File: src/hw/ors_pkg.sv
package ors_pkg;
  localparam int FREQ_W = 16;
  localparam int CLK_HZ = 25000000;
  // timebase tick of 1 ms
  localparam int TICK_US = 1000;
  localparam int TICK_CYC = CLK_HZ / 1000000 * TICK_US;
  localparam int TIME_W = 16;
  localparam logic [TIME_W-1:0] RUN_WAIT_MS = 16'h07d0;
  localparam logic [TIME_W-1:0] OUTAGE_MAX_MS = 16'h7530;
  // restart mode codes
  localparam logic [2:0] MODE_TRIP_NOW = 3'h0;
  localparam logic [2:0] MODE_TRIP_LATER = 3'h1;
  localparam logic [2:0] MODE_SAVED_FREQ = 3'h4;
  localparam logic [2:0] MODE_START_FREQ = 3'h5;
  localparam logic [1:0] SRC_FIXED_FWD = 2'h2;
  localparam logic [1:0] SRC_FIXED_REV = 2'h3;
  // cycles a pin level needs to cross the two-stage synchroniser
  localparam logic [1:0] SYNC_CYC = 2'h2;
  // axi-lite byte offsets
  localparam logic [7:0] REG_CTRL = 8'h00;
  localparam logic [7:0] REG_TIMES = 8'h04;
  localparam logic [7:0] REG_START_FREQ = 8'h08;
  localparam logic [7:0] REG_STATUS = 8'h0c;
  localparam logic [7:0] REG_IRQ_STAT = 8'h10;
  localparam logic [7:0] REG_IRQ_MASK = 8'h14;
  localparam logic [7:0] REG_FREQ = 8'h18;
  localparam logic [31:0] CTRL_RESET = 32'h00000000;
  localparam logic [31:0] TIMES_RESET = 32'h01f40000;
  localparam logic [15:0] START_FREQ_RESET = 16'h0032;
  localparam int IRQ_W = 4;
  localparam int IRQ_FAIL = 0;
  localparam int IRQ_ALARM = 1;
  localparam int IRQ_RESTART = 2;
  localparam int IRQ_CANCEL = 3;
  localparam logic [1:0] RESP_OKAY = 2'h0;
  localparam logic [1:0] RESP_SLVERR = 2'h2;
  typedef enum logic [2:0] {
    ST_IDLE, ST_RUN, ST_FAIL, ST_CHARGE, ST_WAIT_RUN, ST_RESTART, ST_TRIP
  } ors_state_type;
  typedef struct packed {
    logic uv;
    logic ready;
    logic run_cmd;
    logic coast;
    logic i_limit;
  } ors_drive_in_type;
  typedef struct packed {
    logic out_enable;
    logic uv_alarm;
    logic pending;
    logic restart;
    logic [FREQ_W-1:0] freq;
  } ors_drive_out_type;
endpackage

File: src/hw/ors_sequencer.sv
// What this block does
// RULE_01 - Mode 0 raises the undervoltage alarm and cuts the output the moment undervoltage hits.
// RULE_02 - Mode 1 cuts the output on undervoltage silently and raises the alarm only on recovery.
// RULE_03 - Mode 4 saves the running output frequency at failure and then cuts the output.
// RULE_04 - Mode 4 restarts at the saved frequency when a run command is present after recovery.
// RULE_05 - Mode 5 restarts at the starting frequency setting after recovery and a run command.
// RULE_06 - Undervoltage counts as a power failure only while running.
// RULE_07 - A failure holds restart pending; recovery passes a charging stage before ready-to-run.
// RULE_08 - After ready-to-run the block waits up to 2 s for a run command, then restarts per mode.
// RULE_09 - No run command within 2 s cancels restart pending and needs a normal start.
// RULE_10 - With a fixed-direction run source (2 or 3) restart begins at once on ready-to-run.
// RULE_11 - With keypad run source 0 the outside must still give a run command within the window.
// RULE_12 - Expiry of the allowable outage time cancels a pending restart even inside the window.
// RULE_13 - Coast-stop during the failure cancels restart pending; the next start is normal.
// RULE_14 - On restart at the saved frequency current limit lowers it, then it climbs back.
// RULE_15 - Allowable outage time is 0.0 to 30.0 s; later recovery gives a normal start.
// RULE_16 - Restart waits until the restart delay since failure has elapsed.
// RULE_17 - The failure and run-wait windows each have a ms counter advanced by one fixed timebase tick.
module ors_sequencer #(
  parameter int TICK_CYCLES = ors_pkg::TICK_CYC
) (
  input wire logic i_clk_sys,
  input wire logic i_sys_rst,
  input wire logic i_clk_en,
  input wire logic i_uv,
  input wire logic i_ready,
  input wire logic i_run_cmd,
  input wire logic i_coast_stop_command,
  input wire logic i_current_limit,
  input wire logic [ors_pkg::FREQ_W-1:0] i_out_freq,
  input wire logic [31:0] s_axi_awaddr,
  input wire logic s_axi_awvalid,
  output logic s_axi_awready,
  input wire logic [31:0] s_axi_wdata,
  input wire logic [3:0] s_axi_wstrb,
  input wire logic s_axi_wvalid,
  output logic s_axi_wready,
  output logic [1:0] s_axi_bresp,
  output logic s_axi_bvalid,
  input wire logic s_axi_bready,
  input wire logic [31:0] s_axi_araddr,
  input wire logic s_axi_arvalid,
  output logic s_axi_arready,
  output logic [31:0] s_axi_rdata,
  output logic [1:0] s_axi_rresp,
  output logic s_axi_rvalid,
  input wire logic s_axi_rready,
  output logic o_out_enable,
  output logic o_uv_alarm,
  output logic o_restart_pending,
  output logic o_restart,
  output logic [ors_pkg::FREQ_W-1:0] o_freq_ref,
  output logic o_irq
);
  // pin synchronisers: first stage feeds only the second
  ors_pkg::ors_drive_in_type pin_s1, pin_s2, din;
  ors_pkg::ors_drive_out_type dout, next_dout;
  ors_pkg::ors_state_type state, next_state;
  assign din = pin_s2;

  // control regs: [2:0] mode, [5:4] run source, [8] overcurrent limit enable
  logic [31:0] ctrl, next_ctrl;
  // times: [15:0] allowable outage ms, [31:16] restart delay ms
  logic [31:0] times, next_times;
  logic [15:0] start_freq, next_start_freq;
  logic [ors_pkg::IRQ_W-1:0] irq_stat, next_irq_stat, irq_mask, next_irq_mask;
  logic [ors_pkg::IRQ_W-1:0] irq_evt;

  logic [2:0] mode;
  logic [1:0] run_src;
  logic ocl_en;
  logic [15:0] outage_ms;
  logic [15:0] delay_ms;
  assign mode = ctrl[2:0];
  assign run_src = ctrl[5:4];
  assign ocl_en = ctrl[8];
  assign outage_ms = (times[15:0] > ors_pkg::OUTAGE_MAX_MS) ? ors_pkg::OUTAGE_MAX_MS
                                                            : times[15:0];
  assign delay_ms = times[31:16];

  // timebase
  logic [15:0] div_cnt, next_div_cnt;
  logic tick;
  assign tick = (div_cnt == 16'(TICK_CYCLES - 1));
  // one ms counter since failure, one since ready-to-run
  logic [ors_pkg::TIME_W-1:0] fail_ms, next_fail_ms, wait_ms, next_wait_ms;
  logic [ors_pkg::FREQ_W-1:0] saved_freq, next_saved_freq, target_freq, next_target_freq;
  logic [1:0] settle, next_settle;
  logic fixed_src;
  logic outage_over;
  assign fixed_src = (run_src == ors_pkg::SRC_FIXED_FWD) || (run_src == ors_pkg::SRC_FIXED_REV);
  assign outage_over = (fail_ms >= outage_ms);

  function automatic logic [ors_pkg::TIME_W-1:0] sat_inc(input logic [ors_pkg::TIME_W-1:0] v);
    sat_inc = (v == 16'hffff) ? v : v + 16'h0001;
  endfunction

  always_comb begin
    next_state = state;
    next_dout = dout;
    next_div_cnt = tick ? 16'h0000 : div_cnt + 16'h0001; // [RULE_17]
    next_fail_ms = (tick && state != ors_pkg::ST_RUN) ? sat_inc(fail_ms) : fail_ms;
    next_wait_ms = (tick && state == ors_pkg::ST_WAIT_RUN) ? sat_inc(wait_ms) : wait_ms;
    next_saved_freq = saved_freq;
    next_target_freq = target_freq;
    next_settle = settle;
    irq_evt = '0;
    next_dout.restart = 1'b0;
    unique case (state)
      ors_pkg::ST_IDLE: begin
        next_dout.out_enable = 1'b0;
        next_dout.pending = 1'b0;
        if (din.run_cmd && din.ready && !din.uv && !din.coast) begin
          next_state = ors_pkg::ST_RUN;
          next_dout.freq = start_freq;
          next_dout.out_enable = 1'b1;
          next_dout.uv_alarm = 1'b0;
        end
      end
      ors_pkg::ST_RUN: begin
        next_dout.freq = i_out_freq;
        if (!din.run_cmd || din.coast) begin
          next_state = ors_pkg::ST_IDLE;
          next_dout.out_enable = 1'b0;
        end else if (din.uv) begin // [RULE_06]
          next_dout.out_enable = 1'b0;
          next_fail_ms = '0;
          irq_evt[ors_pkg::IRQ_FAIL] = 1'b1;
          if (mode == ors_pkg::MODE_TRIP_NOW) begin
            next_dout.uv_alarm = 1'b1; // [RULE_01]
            irq_evt[ors_pkg::IRQ_ALARM] = 1'b1;
            next_state = ors_pkg::ST_TRIP;
          end else if (mode == ors_pkg::MODE_TRIP_LATER) begin
            next_state = ors_pkg::ST_FAIL; // [RULE_02]
          end else begin
            next_saved_freq = i_out_freq; // [RULE_03]
            next_dout.pending = 1'b1; // [RULE_07]
            next_state = ors_pkg::ST_FAIL;
          end
        end
      end
      ors_pkg::ST_FAIL: begin
        if (din.coast && mode != ors_pkg::MODE_TRIP_LATER) begin
          next_dout.pending = 1'b0; // [RULE_13]
          irq_evt[ors_pkg::IRQ_CANCEL] = 1'b1;
          next_state = ors_pkg::ST_IDLE;
        end else if (!din.uv) begin
          next_state = ors_pkg::ST_CHARGE; // [RULE_07]
        end
      end
      ors_pkg::ST_CHARGE: begin
        if (din.uv) begin
          next_state = ors_pkg::ST_FAIL;
        end else if (din.ready) begin
          if (mode == ors_pkg::MODE_TRIP_LATER) begin
            next_dout.uv_alarm = 1'b1; // [RULE_02]
            irq_evt[ors_pkg::IRQ_ALARM] = 1'b1;
            next_state = ors_pkg::ST_TRIP;
          end else if (outage_over) begin
            next_dout.pending = 1'b0; // [RULE_15]
            irq_evt[ors_pkg::IRQ_CANCEL] = 1'b1;
            next_state = ors_pkg::ST_IDLE;
          end else begin
            next_wait_ms = '0;
            next_state = ors_pkg::ST_WAIT_RUN;
          end
        end
      end
      ors_pkg::ST_WAIT_RUN: begin
        if (din.uv) begin
          next_state = ors_pkg::ST_FAIL;
        end else if (din.coast || outage_over || wait_ms >= ors_pkg::RUN_WAIT_MS) begin
          next_dout.pending = 1'b0; // [RULE_09] [RULE_12] [RULE_13]
          irq_evt[ors_pkg::IRQ_CANCEL] = 1'b1;
          next_state = ors_pkg::ST_IDLE;
        end else if ((din.run_cmd || fixed_src) && fail_ms >= delay_ms) begin // [RULE_08]
          // fixed source keeps the request internally [RULE_10] [RULE_16]
          next_dout.pending = 1'b0;
          next_dout.out_enable = 1'b1;
          next_dout.restart = 1'b1;
          irq_evt[ors_pkg::IRQ_RESTART] = 1'b1;
          if (mode == ors_pkg::MODE_SAVED_FREQ) begin
            next_dout.freq = saved_freq; // [RULE_04]
            next_target_freq = saved_freq;
            next_settle = ors_pkg::SYNC_CYC;
            next_state = ors_pkg::ST_RESTART;
          end else begin
            next_dout.freq = start_freq; // [RULE_05]
            next_state = ors_pkg::ST_RUN;
          end
        end
      end
      ors_pkg::ST_RESTART: begin
        // pull-down only acts with the instant overcurrent limiter on
        if (din.uv || !din.run_cmd && !fixed_src) begin
          next_dout.out_enable = 1'b0;
          next_state = ors_pkg::ST_IDLE;
        end else if (ocl_en && din.i_limit) begin
          if (dout.freq != '0) next_dout.freq = dout.freq - 16'h0001; // [RULE_14]
        end else if (settle != 2'h0) begin
          // the limit flag only reaches din after the synchroniser, so do not finish early
          next_settle = settle - 2'h1; // [RULE_14]
        end else if (dout.freq < target_freq) begin
          next_dout.freq = dout.freq + 16'h0001; // [RULE_14]
        end else begin
          next_state = ors_pkg::ST_RUN;
        end
      end
      ors_pkg::ST_TRIP: begin
        next_dout.out_enable = 1'b0;
        if (!din.uv && !din.run_cmd) begin
          next_dout.uv_alarm = 1'b0;
          next_state = ors_pkg::ST_IDLE;
        end
      end
      default: next_state = ors_pkg::ST_IDLE;
    endcase
  end

  always_ff @(posedge i_clk_sys) begin
    if (i_sys_rst) begin
      pin_s1 <= '0;
      pin_s2 <= '0;
      state <= ors_pkg::ST_IDLE;
      dout <= '0;
      div_cnt <= '0;
      fail_ms <= '0;
      wait_ms <= '0;
      saved_freq <= '0;
      target_freq <= '0;
      settle <= '0;
    end else if (i_clk_en) begin
      pin_s1 <= {i_uv, i_ready, i_run_cmd, i_coast_stop_command, i_current_limit};
      pin_s2 <= pin_s1;
      state <= next_state;
      dout <= next_dout;
      div_cnt <= next_div_cnt;
      fail_ms <= next_fail_ms;
      wait_ms <= next_wait_ms;
      saved_freq <= next_saved_freq;
      target_freq <= next_target_freq;
      settle <= next_settle;
    end
  end

  // axi-lite slave; write taken when address and data have both arrived
  logic aw_got, next_aw_got, w_got, next_w_got, bvalid, next_bvalid, rvalid, next_rvalid;
  logic [7:0] aw_addr, next_aw_addr;
  logic [31:0] w_data, next_w_data, rdata, next_rdata;
  logic [1:0] bresp, next_bresp, rresp, next_rresp;
  logic irq, next_irq;
  logic do_wr;
  assign do_wr = aw_got && w_got && !bvalid;

  always_comb begin
    next_aw_got = aw_got;
    next_w_got = w_got;
    next_aw_addr = aw_addr;
    next_w_data = w_data;
    next_bvalid = bvalid && !s_axi_bready;
    next_bresp = bresp;
    next_rvalid = rvalid && !s_axi_rready;
    next_rdata = rdata;
    next_rresp = rresp;
    next_ctrl = ctrl;
    next_times = times;
    next_start_freq = start_freq;
    next_irq_mask = irq_mask;
    next_irq_stat = irq_stat;
    if (s_axi_awvalid && !aw_got) begin
      next_aw_got = 1'b1;
      next_aw_addr = s_axi_awaddr[7:0];
    end
    if (s_axi_wvalid && !w_got) begin
      next_w_got = 1'b1;
      next_w_data = s_axi_wdata;
    end
    if (do_wr) begin
      next_aw_got = 1'b0;
      next_w_got = 1'b0;
      next_bvalid = 1'b1;
      next_bresp = ors_pkg::RESP_OKAY;
      for (int b = 0; b < 4; b++) begin
        if (s_axi_wstrb[b] || 1'b1) begin
          unique case (aw_addr)
            ors_pkg::REG_CTRL: next_ctrl[8*b+:8] = w_data[8*b+:8];
            ors_pkg::REG_TIMES: next_times[8*b+:8] = w_data[8*b+:8];
            default: ;
          endcase
        end
      end
      unique case (aw_addr)
        ors_pkg::REG_CTRL, ors_pkg::REG_TIMES, ors_pkg::REG_STATUS, ors_pkg::REG_FREQ: ;
        ors_pkg::REG_START_FREQ: next_start_freq = w_data[15:0];
        ors_pkg::REG_IRQ_STAT: next_irq_stat = irq_stat & ~w_data[ors_pkg::IRQ_W-1:0];
        ors_pkg::REG_IRQ_MASK: next_irq_mask = w_data[ors_pkg::IRQ_W-1:0];
        default: next_bresp = ors_pkg::RESP_SLVERR;
      endcase
    end
    // a new event wins over a clear in the same cycle
    next_irq_stat = next_irq_stat | irq_evt;
    if (s_axi_arvalid && !rvalid) begin
      next_rvalid = 1'b1;
      next_rresp = ors_pkg::RESP_OKAY;
      unique case (s_axi_araddr[7:0])
        ors_pkg::REG_CTRL: next_rdata = ctrl;
        ors_pkg::REG_TIMES: next_rdata = times;
        ors_pkg::REG_START_FREQ: next_rdata = {16'h0000, start_freq};
        ors_pkg::REG_STATUS: next_rdata = {25'h0, state, dout.restart, dout.pending,
                                           dout.uv_alarm, dout.out_enable};
        ors_pkg::REG_IRQ_STAT: next_rdata = {28'h0000000, irq_stat};
        ors_pkg::REG_IRQ_MASK: next_rdata = {28'h0000000, irq_mask};
        ors_pkg::REG_FREQ: next_rdata = {16'h0000, saved_freq};
        default: begin
          next_rdata = 32'h00000000;
          next_rresp = ors_pkg::RESP_SLVERR;
        end
      endcase
    end
    next_irq = |(next_irq_stat & next_irq_mask);
  end

  always_ff @(posedge i_clk_sys) begin
    if (i_sys_rst) begin
      aw_got <= 1'b0;
      w_got <= 1'b0;
      aw_addr <= '0;
      w_data <= '0;
      bvalid <= 1'b0;
      bresp <= ors_pkg::RESP_OKAY;
      rvalid <= 1'b0;
      rdata <= '0;
      rresp <= ors_pkg::RESP_OKAY;
      ctrl <= ors_pkg::CTRL_RESET;
      times <= ors_pkg::TIMES_RESET;
      start_freq <= ors_pkg::START_FREQ_RESET;
      irq_stat <= '0;
      irq_mask <= '0;
      irq <= 1'b0;
    end else if (i_clk_en) begin
      aw_got <= next_aw_got;
      w_got <= next_w_got;
      aw_addr <= next_aw_addr;
      w_data <= next_w_data;
      bvalid <= next_bvalid;
      bresp <= next_bresp;
      rvalid <= next_rvalid;
      rdata <= next_rdata;
      rresp <= next_rresp;
      ctrl <= next_ctrl;
      times <= next_times;
      start_freq <= next_start_freq;
      irq_stat <= next_irq_stat;
      irq_mask <= next_irq_mask;
      irq <= next_irq;
    end
  end

  assign s_axi_awready = !aw_got;
  assign s_axi_wready = !w_got;
  assign s_axi_bvalid = bvalid;
  assign s_axi_bresp = bresp;
  assign s_axi_arready = !rvalid;
  assign s_axi_rvalid = rvalid;
  assign s_axi_rdata = rdata;
  assign s_axi_rresp = rresp;
  assign o_out_enable = dout.out_enable;
  assign o_uv_alarm = dout.uv_alarm;
  assign o_restart_pending = dout.pending;
  assign o_restart = dout.restart;
  assign o_freq_ref = dout.freq;
  assign o_irq = irq;

  mode0_trip_a: assert property (@(posedge i_clk_sys) disable iff (i_sys_rst)
    i_clk_en && state == ors_pkg::ST_RUN && din.uv && din.run_cmd && !din.coast
    && mode == ors_pkg::MODE_TRIP_NOW |=> o_uv_alarm && !o_out_enable) // [RULE_01]
    else $error("mode 0 failure did not trip");
  mode1_quiet_a: assert property (@(posedge i_clk_sys) disable iff (i_sys_rst)
    state == ors_pkg::ST_FAIL && mode == ors_pkg::MODE_TRIP_LATER |-> !o_uv_alarm) // [RULE_02]
    else $error("mode 1 alarm raised during failure");
  freq_save_a: assert property (@(posedge i_clk_sys) disable iff (i_sys_rst)
    i_clk_en && state == ors_pkg::ST_RUN && din.uv && din.run_cmd && !din.coast
    && mode == ors_pkg::MODE_SAVED_FREQ |=> saved_freq == $past(i_out_freq)) // [RULE_03]
    else $error("failure frequency not saved");
  saved_restart_a: assert property (@(posedge i_clk_sys) disable iff (i_sys_rst)
    $rose(o_restart) && mode == ors_pkg::MODE_SAVED_FREQ |-> o_freq_ref == saved_freq) // [RULE_04]
    else $error("restart not at saved frequency");
  start_restart_a: assert property (@(posedge i_clk_sys) disable iff (i_sys_rst)
    $rose(o_restart) && mode == ors_pkg::MODE_START_FREQ |-> o_freq_ref == start_freq) // [RULE_05]
    else $error("restart not at starting frequency");
  run_window_a: assert property (@(posedge i_clk_sys) disable iff (i_sys_rst)
    state == ors_pkg::ST_WAIT_RUN |-> wait_ms <= ors_pkg::RUN_WAIT_MS) // [RULE_09]
    else $error("run wait window overran");
  delay_hold_a: assert property (@(posedge i_clk_sys) disable iff (i_sys_rst)
    $rose(o_restart) |-> $past(fail_ms) >= delay_ms) // [RULE_16]
    else $error("restart before delay elapsed");
  out_off_a: assert property (@(posedge i_clk_sys) disable iff (i_sys_rst)
    state == ors_pkg::ST_FAIL |-> !o_out_enable) // [RULE_07]
    else $error("output on during failure");
endmodule

File: config.mk
export PLATFORM = sky130hd
export DESIGN_NAME = ors_sequencer
export DESIGN_NICKNAME = d
export VERILOG_FILES = /design/src/hw/ors_pkg.sv /design/src/hw/ors_sequencer.sv
export SDC_FILE = /design/constraint.sdc
export NUM_CORES = 1
export LEC_CHECK = 0
export ABC_AREA = 1
export BUFFER_PORTS_ARGS = -buffer_cell sky130_fd_sc_hd__buf_2
export CORE_MARGIN = 8
export CORE_UTILIZATION = 51
export DETAILED_ROUTE_END_ITERATION = 7
export PLACE_DENSITY = 0.72
export SLEW_MARGIN = 20
export SYNTH_ARGS = -nofsm -noshare
export SYNTH_HDL_FRONTEND = slang
export SYNTH_SLANG_ARGS = --single-unit
export TNS_END_PERCENT = 30
File: constraint.sdc
create_clock -name i_clk_sys -period 6.75 [get_ports i_clk_sys]
set_input_delay 0.3375 -clock i_clk_sys [delete_from_list [all_inputs] [get_ports i_clk_sys]]
set_output_delay 0.3375 -clock i_clk_sys [all_outputs]
set_load 0.01 [all_outputs]
==> flow_summary.yaml <==
power:
  ir_drop_mv: 0.2299
  power.leakage_nw: 7.525
  p_per_area_nw_per_um2: 274.7
  power_mw: 4.759
yosys:
  synth_top_family_by_area: "simple AND/OR/NAND/NOR gates"
  synth_edf_count: 0
  ys.flop_type: "dfxtp_1"
  synth_compound_gate_area_share_pct: 17.91
  synth.mux.area_fraction_pct: 0
  ys_seq_area_share_pct: 37.76
  synthArstFlopShare_pct: 0
  synth_fa_ha_area_share_pct: 5.657
  synthSimpleGateAreaFrac_pct: 29.80
  synth_warnings: 0
  syn-cell-area_um2: 14950
  ys_types: 49
  synth_xor_xnor_area_share_pct: 1.289
  ys_ff_latch: 282
  synth_area_per_cell_um2: 6.815
  synthCells: 2194
routing:
  ant_nets: 0
  routed_wl_mm: 46.15
  wl_per_cell_um: 16.91
  vias: 15090
  dr.first_iter.drc_count: 1248
  dr.pass1.iters: 5
  viasPerCell: 5.530
  drcViolationCount: 0
cells_and_area:
  layout.cells.non_filler: 2729
  fin_nets: 2517
  area_growth_pct: 15.89
  register_area_um2: 5645
  fillers: 2755
  multiInputGateArea_um2: 8187
  n_antenna_cell: 0
  drive_gt1_share_pct: 11.64
clock_network:
  cts_resized: 0
  ctsRootBufferMaster: "clkbuf_16"
  cts_tree: "yes"
  htreeDepth: 1
  clockBufferDepth: 3
  hold_buffers: 37
  clock-sinks: 282
  numCtsBuffers: 30
  clk_latency_ps: 590
  cts_setup_buffers: 0
  clkTransAtPathRegs_ps: 60
placement:
  dp.final_hpwl_mm: 33.02
  gp_congestion: 0.9035
  portBuffers: 136
  dp.cells: 2636
  dpl_worst_slack_ps: 2523
outcome:
  status: "finished, final reports clean"
sta:
  fmax_ghz: 0.2261
  rsz0062_at_grt: "false"
  period_share_pct: 65.53
  hold_violations: 0
  worst_pin_slew_ps: 978.2
  finalSetupViolations: 0
  min_period_ps: 4423
  slew_headroom_pct: 34.39
  setup_slack_ps: 2327
  maxSlewViolCount: 0
  tns_ps: 0
  fin_skew_ps: 17.63
floorplanning:
  core_area_um2: 28780
  dieWidth_um: 187.2
  std_cell_rows: 62
  dieArea_um2: 35050
  die_h_um: 187.2
  ios: 191
  initial_core_util_pct: 51.95
global_route:
  grt_pass1_wl_mm: 74.77
  grt.busiest_layer: "met2"
  use_met1_pct: 33.30
  grt_use_met3_pct: 3.673
  antenna_found_initial: 0
  grt_pass1_vias: 14270
  track_usage_pct: 25.45
  grt_util_met2_pct: 42.77
  grt_overflow_total: 0
  grt_max_degree: 76
worst_setup_path:
  worstPathCellList: "nand4_1 -> nor4_1 -> o21ai_0 -> o211ai_1 -> nand2_1 -> nand2_1 -> ha_1 -> a21oi_1 -> o21ai_0 -> a21oi_1 -> nand3_1 -> nor2_1 -> nand2_1 -> nor2_2 -> nand3_2 -> nor2_1 -> nor2_1"
  setup.worst_path.class: "reg2reg"
  critical_path.endpoint_type: "register"
  worst-endpoint-required_ps: 7220
  slowest_stage: "nand3_2"
  critPathArrivalTime_ps: 4890
  crit_path_max_fanout: 31
  start_kind: "register"
  critPathMaxStageDelay_ps: 560
run:
  cap_violations: 0
min_path:
  holdCritPathClass: "in2reg"
-- final cells by class --
cell class	instances	share of cell area [%]
Multi-Input combinational cell	1627	47.25
Sequential cell	282	32.58
Timing Repair Buffer	185	6.585
Clock buffer	38	4.795
Inverter	195	4.253
Tap cell	384	2.773
Clock inverter	18	1.769
-- sequential cells by signal, summed over array words and instances, names as in the netlist, 2 cells and up --
| name | flops |
|---|---|
| ctrl | 32 |
| s_axi_rdata | 32 |
| times | 32 |
| w_data | 32 |
| div_cnt | 16 |
| fail_ms | 16 |
| o_freq_ref | 16 |
| saved_freq | 16 |
| start_freq | 16 |
| target_freq | 16 |
| wait_ms | 16 |
| aw_addr | 8 |
| din | 5 |
| pin_s1 | 5 |
| irq_mask | 4 |
| irq_stat | 4 |
| state | 3 |
| settle | 2 |
-- logic make-up after synthesis --
kind of cell	Yosys count
AO/OA/AOI/OAI	495
buffers and inverters	286
XOR/XNOR	22
adder cells (fa/ha/maj)	67
other	2
AND/OR/NAND/NOR	1040
flip-flops	282
-- layer usage --
layer / wire length, µm / part of all wire (%) / vias up
met1: 20510 / 44 / 6960
li1: - / - / 7558
met4: 1245 / 2.7 / 0
met2: 21370 / 46 / 495
met5: 0 / 0 / -
met3: 3025 / 6.6 / 78
-- critical path, delay by kind of cell, from the launching register on --
| family | cells | cell delay (ps) |
|---|---|---|
| simple gates | 11 | 2590 |
| compound gates | 5 | 1020 |
| flops | 1 | 420 |
| fa+ha+maj | 1 | 260 |
-- placed cells by master (no fill, tap or decap), types with 5 or more instances in the layout --
cell type / count
nand2_1: 446
nor2_1: 328
dfxtp_1: 282
o21ai_0: 232
a21oi_1: 191
inv_1: 174
buf_2: 136
nand3_1: 110
ha_1: 66
nor3_1: 53
dlygate4sd3_1: 37
nand4_1: 35
clkbuf_16: 30
o211ai_1: 23
nor4_1: 15
inv_2: 15
nor2_2: 13
xor2_1: 13
buf_4: 12
nand3_2: 10
o2111ai_1: 10
xnor2_1: 9
a21oi_2: 8
bufinv_16: 7
or2_2: 6
nand2_2: 6
nor2_4: 5
o21a_1: 5
o22ai_1: 5
clkinvlp_4: 5
clkbuf_8: 5
-- cells in the mapped netlist, types with 4 or more instances --
library cell  number  area [µm²]
clkbuf_1          65       244.0
nand2_1          446        1674
nor3_1            53       265.3
nor3_2             4       40.04
o31ai_1            4       30.03
inv_1            175       656.9
nand3_1          110       550.5
ha_1              66       825.8
or2_2              6       37.54
buf_2             14       70.07
xor2_1            13       113.9
dfxtp_1          282        5645
inv_2             15       56.30
o211ai_1          23       172.7
o22ai_1            5       31.28
xnor2_1            9       78.83
nor2_2            13       81.33
buf_1              6       22.52
nor2_1           328        1231
nor2_4             5       56.30
a21oi_2            8       70.07
o2111ai_1         10       87.58
nand3_2           10       100.1
nand4_1           35       219.0
clkinv_1           4       15.01
nor4_1            15       93.84
o21a_1             5       37.54
nand2_2            6       37.54
o21ai_0          232        1161
a21oi_1          191       955.9
-- per-stage QoR --
step	utilization (%)	instance area (µm²)	hold slack, ps
floorplan	-	14960	430.3
global placement	54.96	15820	441.4
detailed placement	54.96	15820	446.6
CTS	60.19	17320	4.554
global route	60.21	17330	26.75
finish	60.21	17330	22.45
-- where the power goes --
part	switching [mW]	total, mW	internal [mW]
Sequential	0.110	1.85	1.74
Combinational	0.686	1.04	0.351
Clock	0.728	1.87	1.14
-- final timing paths --
path | start | endpoint | cells after the start | slack [ps]
max | times[12] | target_freq[8] | 17 | 2330
min | i_out_freq[11] | saved_freq[11] | 3 | 20
max reg2reg | times[12] | target_freq[8] | 17 | 2330
min reg2reg | ctrl[16] | ctrl[16] | 2 | 460
Power figures use the tool's default switching activity.
